File: config.mk
export PLATFORM = sky130hd
export DESIGN_NAME = bstap_port
export DESIGN_NICKNAME = d
export VERILOG_FILES = /design/src/rtl/bstap_port.v
export VERILOG_INCLUDE_DIRS = /design/src /design/src/common
export SDC_FILE = /design/constraint.sdc
export NUM_CORES = 1
export LEC_CHECK = 0
export BUFFER_PORTS_ARGS = -buffer_cell sky130_fd_sc_hd__buf_2
export CAP_MARGIN = 30
export CELL_PAD_IN_SITES_DETAIL_PLACEMENT = 0
export CELL_PAD_IN_SITES_GLOBAL_PLACEMENT = 1
export CORE_ASPECT_RATIO = 0.9
export CORE_UTILIZATION = 50
export CTS_CLUSTER_SIZE = 10
export DETAILED_ROUTE_END_ITERATION = 12
export PLACE_DENSITY = 0.8
export RECOVER_POWER = 25
export SETUP_SLACK_MARGIN = 0.05
export SLEW_MARGIN = 20
export SYNTH_ARGS = -nofsm -noshare
export SYNTH_HDL_FRONTEND = slang
export SYNTH_SLANG_ARGS = --single-unit
File: constraint.sdc
create_clock -name i_ref_clk -period 6.5 [get_ports i_ref_clk]
set_input_delay 1.3 -clock i_ref_clk [delete_from_list [all_inputs] [get_ports i_ref_clk]]
set_output_delay 1.3 -clock i_ref_clk [all_outputs]
set_load 0.01 [all_outputs]
File: src/common/bstap_defines.vh
`ifndef BSTAP_DEFINES_VH
`define BSTAP_DEFINES_VH

// ****************************************
// TAP states, one-hot
// ****************************************
`define BSTAP_ST_W         16
`define BSTAP_TLR          16'h0001
`define BSTAP_RTI          16'h0002
`define BSTAP_SEL_DR       16'h0004
`define BSTAP_CAP_DR       16'h0008
`define BSTAP_SHF_DR       16'h0010
`define BSTAP_EX1_DR       16'h0020
`define BSTAP_PAU_DR       16'h0040
`define BSTAP_EX2_DR       16'h0080
`define BSTAP_UPD_DR       16'h0100
`define BSTAP_SEL_IR       16'h0200
`define BSTAP_CAP_IR       16'h0400
`define BSTAP_SHF_IR       16'h0800
`define BSTAP_EX1_IR       16'h1000
`define BSTAP_PAU_IR       16'h2000
`define BSTAP_EX2_IR       16'h4000
`define BSTAP_UPD_IR       16'h8000

// ****************************************
// Instruction codes and capture pattern
// ****************************************
`define BSTAP_IR_W         3
`define BSTAP_INS_EXTEST   3'h0
`define BSTAP_INS_IDCODE   3'h1
`define BSTAP_INS_SAMPLEZ  3'h2
`define BSTAP_INS_SAMPLE   3'h4
`define BSTAP_INS_BYPASS   3'h7
`define BSTAP_IR_CAPTURE   2'h1
`define BSTAP_ID_W         32
`define BSTAP_RESET_ONES   5

`endif

File: src/rtl/bstap_port.v
`timescale 1ns/10ps
`include "bstap_defines.vh"

module bstap_port #(
    parameter [31:0] ID_CODE  = 32'h0000_0001, // Arbitrary identity value
    parameter        BSR_LEN  = 8              // Boundary register length
) (
    input  wire               i_ref_clk,     // System clock, 20 MHz
    input  wire               i_reset,       // Power-up reset, sync, high
    input  wire               i_clk_en,      // Clock enable, freezes state
    input  wire               i_tck,         // Test clock pin
    input  wire               i_tms,         // Mode select pin
    input  wire               i_tms_drv,     // High when mode select driven
    input  wire               i_tdi,         // Serial data input pin
    input  wire               i_tdi_drv,     // High when data input driven
    input  wire [BSR_LEN-1:0] i_pins,        // Pin levels for capture
    output reg                o_tdo,         // Serial data output
    output reg                o_tdo_oe,      // Serial output enable
    output reg  [2:0]         o_instr,       // Active instruction
    output reg                o_outputs_off  // Memory outputs forced off
);

    // ****************************************
    // Input synchronisers
    // ****************************************
    reg [4:0]         sync1_reg;             // First stage, read by stage two only
    reg [4:0]         sync2_reg;             // Second stage
    reg               tck_d_reg;             // Last test clock level
    reg [BSR_LEN-1:0] pins_s1_reg;           // Pin levels, first stage
    reg [BSR_LEN-1:0] pins_s2_reg;           // Pin levels, second stage

    // Stage order: tck, tms, tdi, mode driven, data driven
    wire      tms_eff  = sync2_reg[1] | ~sync2_reg[3]; // Float reads one
    wire      tdi_eff  = sync2_reg[2] | ~sync2_reg[4]; // Float reads one
    wire      tck_rise = sync2_reg[0] & ~tck_d_reg;    // Rising test edge
    wire      tck_fall = ~sync2_reg[0] & tck_d_reg;    // Falling test edge

    // ****************************************
    // State and shift registers
    // ****************************************
    reg [`BSTAP_ST_W-1:0] state_reg;         // One-hot TAP state
    reg [`BSTAP_ST_W-1:0] state_next;        // Next TAP state
    reg [`BSTAP_IR_W-1:0] ir_shift_reg;      // Instruction shift stage
    reg [`BSTAP_ID_W-1:0] id_shift_reg;      // Identity shift stage
    reg [BSR_LEN-1:0]     bsr_reg;           // Boundary scan register
    reg                   byp_reg;           // Bypass bit
    reg [2:0]             tms_run_reg;       // Count of high mode samples
    reg [`BSTAP_IR_W-1:0] instr_next;        // Instruction for next fall

    // ****************************************
    // Synchronise pins into system clock
    // ****************************************
    always @(posedge i_ref_clk)
    begin
        if (i_reset)
        begin
            sync1_reg   <= 5'h1e;            // Test clock idles low
            sync2_reg   <= 5'h1e;
            tck_d_reg   <= 1'b0;             // No false edge after reset
            pins_s1_reg <= {BSR_LEN{1'b0}};
            pins_s2_reg <= {BSR_LEN{1'b0}};
        end
        else if (i_clk_en)
        begin
            sync1_reg   <= {i_tdi_drv, i_tms_drv, i_tdi, i_tms, i_tck};
            sync2_reg   <= sync1_reg;
            tck_d_reg   <= sync2_reg[0];
            pins_s1_reg <= i_pins;
            pins_s2_reg <= pins_s1_reg;
        end
    end

    // ****************************************
    // Next state decode
    // ****************************************
    always @*
    begin
        state_next = `BSTAP_TLR;
        case (state_reg)                       // Standard sequence
            `BSTAP_TLR:    state_next = tms_eff ? `BSTAP_TLR    : `BSTAP_RTI;
            `BSTAP_RTI:    state_next = tms_eff ? `BSTAP_SEL_DR : `BSTAP_RTI;
            `BSTAP_SEL_DR: state_next = tms_eff ? `BSTAP_SEL_IR : `BSTAP_CAP_DR;
            `BSTAP_CAP_DR: state_next = tms_eff ? `BSTAP_EX1_DR : `BSTAP_SHF_DR;
            `BSTAP_SHF_DR: state_next = tms_eff ? `BSTAP_EX1_DR : `BSTAP_SHF_DR;
            `BSTAP_EX1_DR: state_next = tms_eff ? `BSTAP_UPD_DR : `BSTAP_PAU_DR;
            `BSTAP_PAU_DR: state_next = tms_eff ? `BSTAP_EX2_DR : `BSTAP_PAU_DR;
            `BSTAP_EX2_DR: state_next = tms_eff ? `BSTAP_UPD_DR : `BSTAP_SHF_DR;
            `BSTAP_UPD_DR: state_next = tms_eff ? `BSTAP_SEL_DR : `BSTAP_RTI;
            `BSTAP_SEL_IR: state_next = tms_eff ? `BSTAP_TLR    : `BSTAP_CAP_IR;
            `BSTAP_CAP_IR: state_next = tms_eff ? `BSTAP_EX1_IR : `BSTAP_SHF_IR;
            `BSTAP_SHF_IR: state_next = tms_eff ? `BSTAP_EX1_IR : `BSTAP_SHF_IR;
            `BSTAP_EX1_IR: state_next = tms_eff ? `BSTAP_UPD_IR : `BSTAP_PAU_IR;
            `BSTAP_PAU_IR: state_next = tms_eff ? `BSTAP_EX2_IR : `BSTAP_PAU_IR;
            `BSTAP_EX2_IR: state_next = tms_eff ? `BSTAP_UPD_IR : `BSTAP_SHF_IR;
            `BSTAP_UPD_IR: state_next = tms_eff ? `BSTAP_SEL_DR : `BSTAP_RTI;
            default:       state_next = `BSTAP_TLR;  // Illegal code recovers
        endcase
    end

    // Selected data register's serial end
    function sel_dr_bit;
        input [2:0]           ins;
        input [`BSTAP_ID_W-1:0] idr;
        input [BSR_LEN-1:0]   bsr;
        input                 byp;
        begin
            case (ins)
                `BSTAP_INS_IDCODE:  sel_dr_bit = idr[0];
                `BSTAP_INS_EXTEST,
                `BSTAP_INS_SAMPLEZ,
                `BSTAP_INS_SAMPLE:  sel_dr_bit = bsr[0];
                default:            sel_dr_bit = byp;
            endcase
        end
    endfunction

    // Instruction that the next falling edge installs
    always @*
    begin
        instr_next = o_instr;                  // Hold by default
        if (state_reg == `BSTAP_TLR)
            instr_next = `BSTAP_INS_IDCODE;    // Reset state reloads identity
        else if (state_reg == `BSTAP_UPD_IR)
            instr_next = ir_shift_reg;         // Only at update
    end

    // ****************************************
    // Rising edge: state, capture and shift
    // ****************************************
    always @(posedge i_ref_clk)
    begin
        if (i_reset)                           // Power-up only, no test reset
        begin
            state_reg    <= `BSTAP_TLR;
            ir_shift_reg <= `BSTAP_INS_IDCODE;
            id_shift_reg <= 32'h0000_0000;
            bsr_reg      <= {BSR_LEN{1'b0}};
            byp_reg      <= 1'b0;
            tms_run_reg  <= 3'h0;
        end
        else if (i_clk_en && tck_rise)         // Inputs taken on rising edge
        begin
            // Five high samples always land in reset
            if (!tms_eff)
                tms_run_reg <= 3'h0;
            else if (tms_run_reg != 3'h7)
                tms_run_reg <= tms_run_reg + 3'h1;
            if (tms_eff && tms_run_reg >= 3'h4)
                state_reg <= `BSTAP_TLR;
            else
                state_reg <= state_next;
            case (state_reg)
                `BSTAP_CAP_IR:
                    ir_shift_reg <= {ir_shift_reg[2], `BSTAP_IR_CAPTURE};
                `BSTAP_SHF_IR:
                    ir_shift_reg <= {tdi_eff, ir_shift_reg[2:1]};
                `BSTAP_CAP_DR:
                begin
                    id_shift_reg <= ID_CODE;
                    bsr_reg      <= pins_s2_reg;
                    byp_reg      <= 1'b0;
                end
                `BSTAP_SHF_DR:
                begin
                    id_shift_reg <= {tdi_eff, id_shift_reg[`BSTAP_ID_W-1:1]};
                    bsr_reg      <= {tdi_eff, bsr_reg[BSR_LEN-1:1]};
                    byp_reg      <= tdi_eff;
                end
                default:
                    ;                           // Other states hold shifters
            endcase
        end
    end

    // ****************************************
    // Falling edge: outputs and instruction
    // ****************************************
    always @(posedge i_ref_clk)
    begin
        if (i_reset)
        begin
            o_tdo         <= 1'b1;
            o_tdo_oe      <= 1'b0;              // Quiet until clocked
            o_instr       <= `BSTAP_INS_IDCODE;
            o_outputs_off <= 1'b0;
        end
        else if (i_clk_en && tck_fall)         // Outputs move on falling edge
        begin
            o_instr       <= instr_next;
            // Follows the instruction being installed, not the old one
            o_outputs_off <= (instr_next == `BSTAP_INS_SAMPLEZ);
            if (state_reg == `BSTAP_SHF_IR)
            begin
                o_tdo    <= ir_shift_reg[0];
                o_tdo_oe <= 1'b1;
            end
            else if (state_reg == `BSTAP_SHF_DR)
            begin
                o_tdo    <= sel_dr_bit(o_instr, id_shift_reg, bsr_reg, byp_reg);
                o_tdo_oe <= 1'b1;
            end
            else
            begin
                o_tdo    <= 1'b1;
                o_tdo_oe <= 1'b0;
            end
        end
    end

endmodule // bstap_port

* After elaboration in Yosys (flattened, before gate mapping)
Cells that the tools add are included.
** Operators by class
- Add/subtract/negate cells :: 1
- Order comparisons :: 1
- Eq/ne operators :: 22
- Multiplexer cells :: 27
- Bitwise operators :: 9
- Reduce and logical (&&, ||, !) cells :: 14
** Operators by type and width (number)
- $pmux W16 S12 :: 1
- $pmux W32 S2 :: 1
- $mux W16 :: 3
- $mux W9 :: 2
- $eq A16 B1 Y1 const B :: 1
- $eq A16 B10 Y1 const B :: 1
- $eq A16 B11 Y1 const B :: 1
- $eq A16 B12 Y1 const B :: 1
- $eq A16 B13 Y1 const B :: 1
- $eq A16 B14 Y1 const B :: 1
- $eq A16 B15 Y1 const B :: 1
- $eq A16 B16 Y1 const B :: 1
- $eq A16 B2 Y1 const B :: 1
- $eq A16 B3 Y1 const B :: 1
- $eq A16 B4 Y1 const B :: 1
- $eq A16 B5 Y1 const B :: 1
- $eq A16 B6 Y1 const B :: 1
- $eq A16 B7 Y1 const B :: 1
- $eq A16 B8 Y1 const B :: 1
- $eq A16 B9 Y1 const B :: 1
- $pmux W8 S2 :: 1
- $mux W15 :: 1
- $mux W3 :: 5
- $mux W13 :: 1
- other kinds (25) :: 43
** Word-level totals
- Flip-flop bits (word level) :: 96

* Logic depth before layout (Yosys ltp)
Gate-level depths: netlist of run 1.
- Word-level depth :: 5
- Depth in mapped cells :: 8
- Gate-level depth less buffers :: 6

* Worst setup path after synthesis of run 1
OpenSTA, ideal clock, no wires.
- Path kind :: input to register
- From :: input i_clk_en
- To :: register pins_s1_reg[0]
- Setup time :: 0.128 ns
- Data arrival time :: 2.714 ns
- Required time :: 6.372 ns
- Slack :: 3.659 ns
- Stages on the path :: 5
- Path buffers :: 3
- Cell sequence :: clkbuf_1 > clkbuf_1 > buf_1 > mux2i_1 > nor2_1
** RTL lines
- from (decl) :: line bstap_port.v:10 : input wire i_clk_en,
- to (signal assigned) :: line bstap_port.v:60 : pins_s1_reg <= {BSR_LEN{1'b0}};
- to (signal assigned) :: line bstap_port.v:68 : pins_s1_reg <= i_pins;
- to (decl) :: line bstap_port.v:29 : reg [BSR_LEN-1:0] pins_s1_reg;

* Worst setup path in the final report of run 1
- From :: input i_clk_en
- To :: register id_shift_reg[17]
** On the way
- Longest elaborated chain between the ends :: 2
** RTL lines
- $logic_and A1 B1 Y1 :: line bstap_port.v:141 : else if (i_clk_en && tck_rise)
- $reduce_and A2 Y1 (no source line)
- to (signal assigned) :: line bstap_port.v:165 : id_shift_reg <= {tdi_eff, id_shift_reg[`BSTAP_ID_W-1:1]};
- to (decl) :: line bstap_port.v:44 : reg [`BSTAP_ID_W-1:0] id_shift_reg;
Every way passes these cells.
A chain may end at the register's enable or synchronous reset.

==> results of run 1 <==
-- Yosys cell counts (2+ instances only) --
library cell	number
a211o_1	9
a211oi_1	9
a21oi_1	22
a22oi_1	36
buf_1	3
buf_2	9
buf_6	3
clkbuf_1	21
dfxtp_1	95
ha_1	2
inv_1	2
mux2i_1	29
nand2_1	24
nand2b_1	7
nand3_1	5
nand3b_1	6
nand4_1	5
nor2_1	78
nor2b_1	11
nor3_1	12
nor3b_1	5
nor4_1	9
nor4_4	3
o211ai_1	3
o21ai_0	8
o21bai_1	2
or2_2	2
or3_1	3
or4_1	5
xnor2_1	5
xor2_1	3
-- routing by layer --
layer | vias to the layer above | track usage [%] | share of wire (%)
met5 | - | 0 | 0
met4 | 0 | 4.96 | 0.91
met3 | 6 | 5.03 | 2.6
met2 | 36 | 31.1 | 46
met1 | 1526 | 27.0 | 51
li1 | 1628 | - | -
-- worst max-delay path by stage --
stage	startpoint	endpoint	slack, ns	cells after the start
after floorplan	i_clk_en	pins_s1_reg[0]$_SDFFE_PP0P_	3.66	5
after global placement	i_clk_en	id_shift_reg[29]$_SDFFE_PP0P_	2.59	6
after detailed placement	i_clk_en	id_shift_reg[17]$_SDFFE_PP0P_	2.65	7
after CTS	i_clk_en	id_shift_reg[17]$_SDFFE_PP0P_	3.03	7
after global routing	i_clk_en	id_shift_reg[17]$_SDFFE_PP0P_	2.02	7
final	i_clk_en	id_shift_reg[17]$_SDFFE_PP0P_	2.28	7
-- placed cells by master, fill, tap and decap left out, types with 2 or more instances in the layout --
cell type / instances
a211o_1: 9
a211oi_1: 9
a21oi_1: 22
a22oi_1: 36
buf_2: 20
buf_4: 3
clkbuf_1: 3
clkbuf_8: 9
clkinvlp_4: 2
dfxtp_1: 95
ha_1: 2
inv_1: 2
inv_6: 2
mux2i_1: 29
nand2_1: 24
nand2b_1: 7
nand3_1: 5
nand3b_1: 6
nand4_1: 5
nor2_1: 78
nor2b_1: 11
nor3_1: 11
nor3b_1: 5
nor4_1: 9
nor4_4: 3
o211ai_1: 3
o21ai_0: 8
o21bai_1: 2
or2_2: 2
or3_1: 3
or4_1: 5
xnor2_1: 5
xor2_1: 3
-- area by class of cell --
type / count / area [sq um]
Fill cell: 786 / 3610
Multi-Input combinational cell: 320 / 2040
Sequential cell: 95 / 1900
Timing Repair Buffer: 26 / 169
Clock buffer: 11 / 131
Tap cell: 99 / 124
Clock inverter: 5 / 41.3
Inverter: 2 / 7.51
-- logic make-up after synthesis --
| logic type | share of synthesized area, % |
|---|---|
| and+or+nand+nor | 23.5 |
| AOI/OAI and AO/OA | 16.7 |
| DFF | 46.2 |
| buffers and inverters | 4.28 |
| muxes | 7.05 |
| xor gates and xnor gates | 1.70 |
| adders and majority gates | 0.608 |
-- worst max-delay path: stages --
cell and delay [ns]:
clkbuf_1 1.38, nand3b_1 0.13, buf_4 0.31, or4_1 0.80
buf_8 0.27, a22oi_1 0.19, nor2_1 0.06
-- power by group through the flow --
| stage | Combinational (mW) | Sequential, mW | Clock (mW) |
|---|---|---|---|
| CTS | 0.0453 | 0.596 | 0.365 |
| finish | 0.0472 | 0.596 | 0.351 |
| floorplan | 0.0340 | 0.608 | 0 |
| global placement | 0.0443 | 0.609 | 0 |
| detailed placement | 0.0451 | 0.609 | 0 |
| global route | 0.0528 | 0.597 | 0.390 |
-- metrics by stage --
stage	hold slack (ns)	utilization (%)	setup WS [ns]
after floorplan	0.427	-	3.66
after global placement	0.434	52.4	2.59
after detailed placement	0.445	52.6	2.65
after CTS	0.459	54.7	3.03
after global routing	0.473	55.0	2.02
final	0.456	55.0	2.28
==> results.md, run 1 <==
Final layout:
- The ratio of cells with drive above 1 in the final layout is a little over a tenth.
- The filler-free cell count of the finished design is 558.
- The net total in the final layout is about 470.
- The number of flip-flops in the largest register is 32.
- The number of antenna diodes in the final layout is 0.
- The final design instance area without fill is 4420 sq um.
- The area growth from synthesis to layout is 7.32%.

Logic synthesis:
- The sequential element share of the synthesized area is 46.2%.
- After synthesis the netlist holds a flip-flop and latch count of 95.
- The flip-flop cell with the highest count after synthesis is dfxtp_1.
- The summed instance area of the synthesized netlist is 4120 sq um.
- In the post-synthesis netlist, the biggest area contributors are dfxtp_1 (46%), nor2_1 (7.1%), mux2i_1 (7.0%), a22oi_1 (6.6%), a21oi_1 (2.7%).
- The synthesized design spends more area on one cell type than any other, namely dfxtp_1.
- The async set-or-reset flop fraction in the synthesized netlist is 0%.
- A synthesized cell averages between 9 and 10 sq um.
- The top cell type by area accounts for 46.2% of the synthesized area.
- During synthesis, Yosys emitted a total of 0 warnings.
- Synthesis produced 453 cells.
- When the netlist entered floorplanning its net count stood at 471.
- The netlist uses between 40 and 50 different library cells.
- The count of flip-flops with a built-in enable after synthesis is 0.

Power:
- Dividing total power by cell area gives a power density of 225 nW/um^2.
- The switching part of the total is 24.1%.
- The part of the power in combinational logic is 4.8%.
- The switching power is approximately 240 uW.
- The internal power is 754 uW.
- Per report_power, the clock group accounts for 35.3% of the total.
- VDD sags by at most 0.139 mV.
- The share of total power dissipated in sequential elements is 59.9%.
- Total power for the finished layout comes to 994 uW.
- Summed over all cells, the static leakage comes to 1.63 nW.

Place:
- Detailed placement finished with a half-perimeter wire length of 5.32 mm.
- The placer's final routability congestion estimate is around 0.8.
- Including well taps, the total number of placed cells is 541.
- In this run the cell area measured after placement is 4220 sq um.
- The number of buffers inserted by port buffering is 21.

Die:
- The die height is 88.1 um.
- The total area inside the core boundary comes to 8030 sq um.
- 22 I/O pins were placed.
- The floorplan has 31 rows.
- For this configuration, the core starts out at a cell density of a little over 50%.
- The floorplan die area is 8600 sq um.
- The die is 97.7 um wide.

Timing:
- The actual transition at the worst max-transition pin is 1.97 ns.
- For the final database, setup skew stands at approximately 0.0097 ns.
- The routed design could run at a clock period as short as 4.22 ns.
- The number of hold-slack violations in the final timing report came to 0.
- The highest clock rate is 0.237 GHz.
- The worst path uses 65.0% of the clock period.
- The final-report max-slew violation count came to 39.
- The setup-violating endpoint count in the final report is 0.
- Setup repair after global routing left no endpoint under its margin.
- The final setup TNS is 0 ns.
- The remaining max-slew budget at the tightest pin is -31.0%.

Clocking:
- The TritonCTS clock tree is built.
- The buffer levels on the longest clock path is 2.
- The sink count of the clock tree is 95.
- In this run, post-CTS hold repair placed 0 buffers.
- The clock-pin transition on the worst setup and hold timing paths is 0.09 ns.
- At the later pin of the worst-skew pair, clock insertion delay measures 0.36 ns.
- The number of setup buffers added after CTS is 0.
- The number of clock buffers added by TritonCTS is 9.
- The H-tree generated during clock tree synthesis spans 3 levels.
- Clock tree synthesis selected as its root buffer the cell clkbuf_8.
- After clock tree synthesis, the repair step resized 0 gates.

Global routing:
- Summed over all layers, the global routing overflow is 0.
- The total global-route track usage is between 10% and 20%.
- Entering global routing, the biggest net connects 99 pins.
- The first global-routing pass estimated approximately 13 mm of wire.
- The initial antenna violation count is 0.
- The number of global-route vias before repair came to 2729.

Worst setup path:
- The endpoint identified for the worst register-to-register timing path is id_shift_reg[17]$_SDFFE_PP0P_.
- The count of cells along the worst register-to-register path is 6.
- The worst setup path is launched from an input port.
- The worst flop-to-flop path startpoint is state_reg[0]$_SDFFE_PP1P_.
- At the worst endpoint, the arrival time is about 4.5 ns.
- STA puts the critical path data required time at 6.74 ns.
- The worst register-to-register path has a setup slack of ~3.9 ns.
- Along the worst path, the maximum fanout reaches 38.
- The worst setup path is captured at a flop.
- The worst setup path is of the input port to flop kind.

Route:
- The total routed wirelength is 8.12 mm.
- The vias after detailed routing is 3196.
- The count of routing violations after the opening detailed-route iteration is 176.
- For this run, design rule violations remaining after detail routing come to 0.
- The number of nets with antenna violations after detailed routing is 0.
- The per-cell routed wire length is ~15 um.
- Using the TritonRoute via totals, the vias-per-cell ratio works out to 5.73.
- The first detailed-routing pass ran for 4 iterations.

Hold path:
- The cell count of the worst hold path is 2.
- The critical hold path startpoint is o_tdo_oe$_SDFFE_PP0P_.
- The destination of the worst hold path is o_tdo_oe$_SDFFE_PP0P_.
- The path class of the tightest hold or removal check is flop to flop.

Outcome:
- The run finished, with violations left.
- The final reports fail on max-capacitance violations, max-slew violations.

Job:
- Max-cap violations in this run came to 1.
Power figures use the tool's default switching activity.
==> run 2, diff against run 1 <==
Settings changed: CORE_UTILIZATION 50 to 47, PLACE_DENSITY 0.8 to 0.76.
Clock period 6.5 ns to 3.95 ns, I/O delays scaled along.
==> results.md, run 2 (synthesis gave the netlist of run 1 again) <==
Route:
- The via count normalized by instance count is roughly 5.6.
- After detailed routing, the average wire length per cell comes to 14.5 um.
- The detailed router finished its first iteration with 112 violations.
- The number of design rule violations left after detail routing is 0.
- The number of nets with antenna violations after detailed routing is 0.
- The total routed wirelength is 8.40 mm.
- The vias after detailed routing is approximately 3200.
- The number of detailed-route iterations in the first pass is 7.

Timing:
- In the finished design, the share of the clock period the worst path needs comes to 65.1%.
- The final setup TNS is 0 ns.
- The actual transition at the worst max-transition pin is ~1.7 ns.
- Setup repair after global routing left no endpoint under its margin.
- The worst hold-check slack is ~0.46 ns.
- Based on the critical path, the design can be clocked at up to between 0.3 and 0.4 GHz.
- The remaining max-slew budget at the tightest pin is -12.3%.
- The number of hold-slack violations in the final timing report came to 0.
- Setup violations remaining at the end of the flow were counted as 0.
- The final-report max-slew violation count is 37.
- On the final layout, the worst clock skew is 0.0126 ns.
- Setup slack on the critical path of the routed design comes to 1.38 ns.
- The time the final worst path needs with I/O delays and setup is 2.57 ns.

Clocking:
- The root buffer selected by CTS is clkbuf_8.
- In this run, post-CTS repair resized a total of 0 instances.
- TritonCTS built the clock tree.
- Clock-pin slew was measured on the worst setup and hold paths at about 0.1 ns.
- The clock reaches the later pin of the worst-skew pair after 0.36 ns.
- Buffers added to address setup during post-CTS repair amount to 0.
- The number of buffers created by CTS is 9.
- The longest clock path from root to sink contains 2 buffers.
- The sink count of the clock tree is 95.
- The number of H-tree branching levels is 3.
- The hold buffer count at cts is 0.

Worst setup path:
- The data required time of the worst path is 4.20 ns.
- The critical path goes through nor4_4 -> nand4_4 -> or4_1 -> buf_8 -> a22oi_1 -> nor2_1.
- The worst path buffer plus inverter count is 1.
- The sort of element at the end of the critical path is a flop.
- Broken down by cell family, the worst path's largest delay share belongs to simple AND/OR/NAND/NOR gates.
- In this run the critical register-to-register path is launched from state_reg[0]$_SDFFE_PP1P_.
- The biggest fanout along the worst timing path is 18.
- The category of the worst setup path launch point is a flop.
- The worst setup path is of the flop to flop kind.
- The longest individual stage delay on the worst path is around 0.8 ns.
- The slowest stage of the critical path is the or4_1 cell.
- The source of the critical timing path is state_reg[0]$_SDFFE_PP1P_.
- At the worst endpoint, the arrival time is 2.82 ns.

Global routing:
- Entering global routing, the biggest net connects 63 pins.
- The first global-routing pass estimated 14.4 mm of wire.
- The initial antenna violation count was 0.
- The total global-route track usage is approximately a fifth.
- Global routing finished with a remaining overflow of 0.
- The number of global-route vias before repair was 2923.

Die:
- The floorplan die area is 9140 sq um.
- The die height is a little over 90 um.
- The initial core utilization is 48.3%.
- During I/O placement, the number of pins put on the boundary was 22.
- The floorplan core area is roughly 8500 sq um.
- The floorplan has 32 rows.
- The die is 101 um wide.

Final layout:
- Summing all non-filler instances in the final layout gives an area of 4470 sq um.
- At the end of the flow, the number of nets in the layout was 472.
- Relative to the synthesized area, the layout overhead comes to 8.54%.
- Leaving out fill and tap cells, the most frequent cells in the layout are dfxtp_1 (95), nor2_1 (78), a22oi_1 (36).
- The ratio of cells with drive above 1 in the final layout is 10.9%.
- Leaving out fill and tap cells, the most frequent cell in the layout is dfxtp_1.
- The register with the most flip-flops in the layout has 32 of them.
- 0 antenna diodes ended up in the layout.
- Counting the fill cells in the layout gives 827.

Job:
- Across the run, the number of max-cap violations was 1.

Power:
- For this design the static power due to leakage is 1.65 nW.
- Total power for the finished layout comes to 1.72 mW.
- The power density over the cells is 386 nW/um^2.
- The maximum vdd drop is ~0.23 mV.

Place:
- The worst setup timing slack at the placement stage is 1.39 ns.
- During placement, the flow inserted port buffers numbering 21.
- The sum of net half-perimeters after detailed placement is 5.49 mm.
- The cell area after placement is 4270 sq um.
- The placer's final routability congestion estimate is roughly 0.83.

Outcome:
- The checks that failed: max-capacitance violations, max-slew violations.
- The flow ran to the end, but the final reports show violations.

Hold path:
- The worst hold path begins at o_tdo_oe$_SDFFE_PP0P_.
- The worst hold-check path type is flop to flop.
run 2: per-stage QoR:
step,util [%],cells
3_5_place_dp,50.0,562
6_report,52.4,578
4_1_cts,52.4,578
2_1_floorplan,-,453
5_1_grt,52.4,578
3_3_place_gp,49.8,561
run 2: report_power, final:
group	internal [mW]	total, mW	switching [mW]	leakage (nW)
combinational	0.0314	0.0753	0.0438	0.775
sequential	0.972	0.980	0.00838	0.770
clock	0.316	0.667	0.351	0.104
total	1.32	1.72	0.403	1.65
run 2: final timing paths:
path                            cells past startpoint                           end  slack, ns
worst max register to register                      6  id_shift_reg[6]$_SDFFE_PP0P_       1.38
worst min register to register                      2         o_tdo_oe$_SDFFE_PP0P_       0.46
worst min-delay path                                2         o_tdo_oe$_SDFFE_PP0P_       0.46
worst max-delay path                                6  id_shift_reg[6]$_SDFFE_PP0P_       1.38
run 2: layout make-up:
class / count / area [sq um] / area share (%)
Clock buffer: 11 / 141 / 3.16
Clock inverter: 5 / 65.1 / 1.46
Inverter: 2 / 7.51 / 0.168
Multi-Input combinational cell: 320 / 2040 / 45.7
Sequential cell: 95 / 1900 / 42.6
Tap cell: 119 / 149 / 3.33
Timing Repair Buffer: 26 / 160 / 3.58
run 2: per-layer routing:
metal	global-route usage [%]	part of all wire, %	vias up
li1	-	-	1625
met3	4.33	3.2	8
met2	29.2	46	60
met5	0	0	-
met1	27.7	50	1522
met4	7.25	1.1	0
run 2: tightest hold or removal path, cell delays in order (launching register included):
cell,delay (ns)
dfxtp_1,0.32
nand2_1,0.05
a21oi_1,0.05
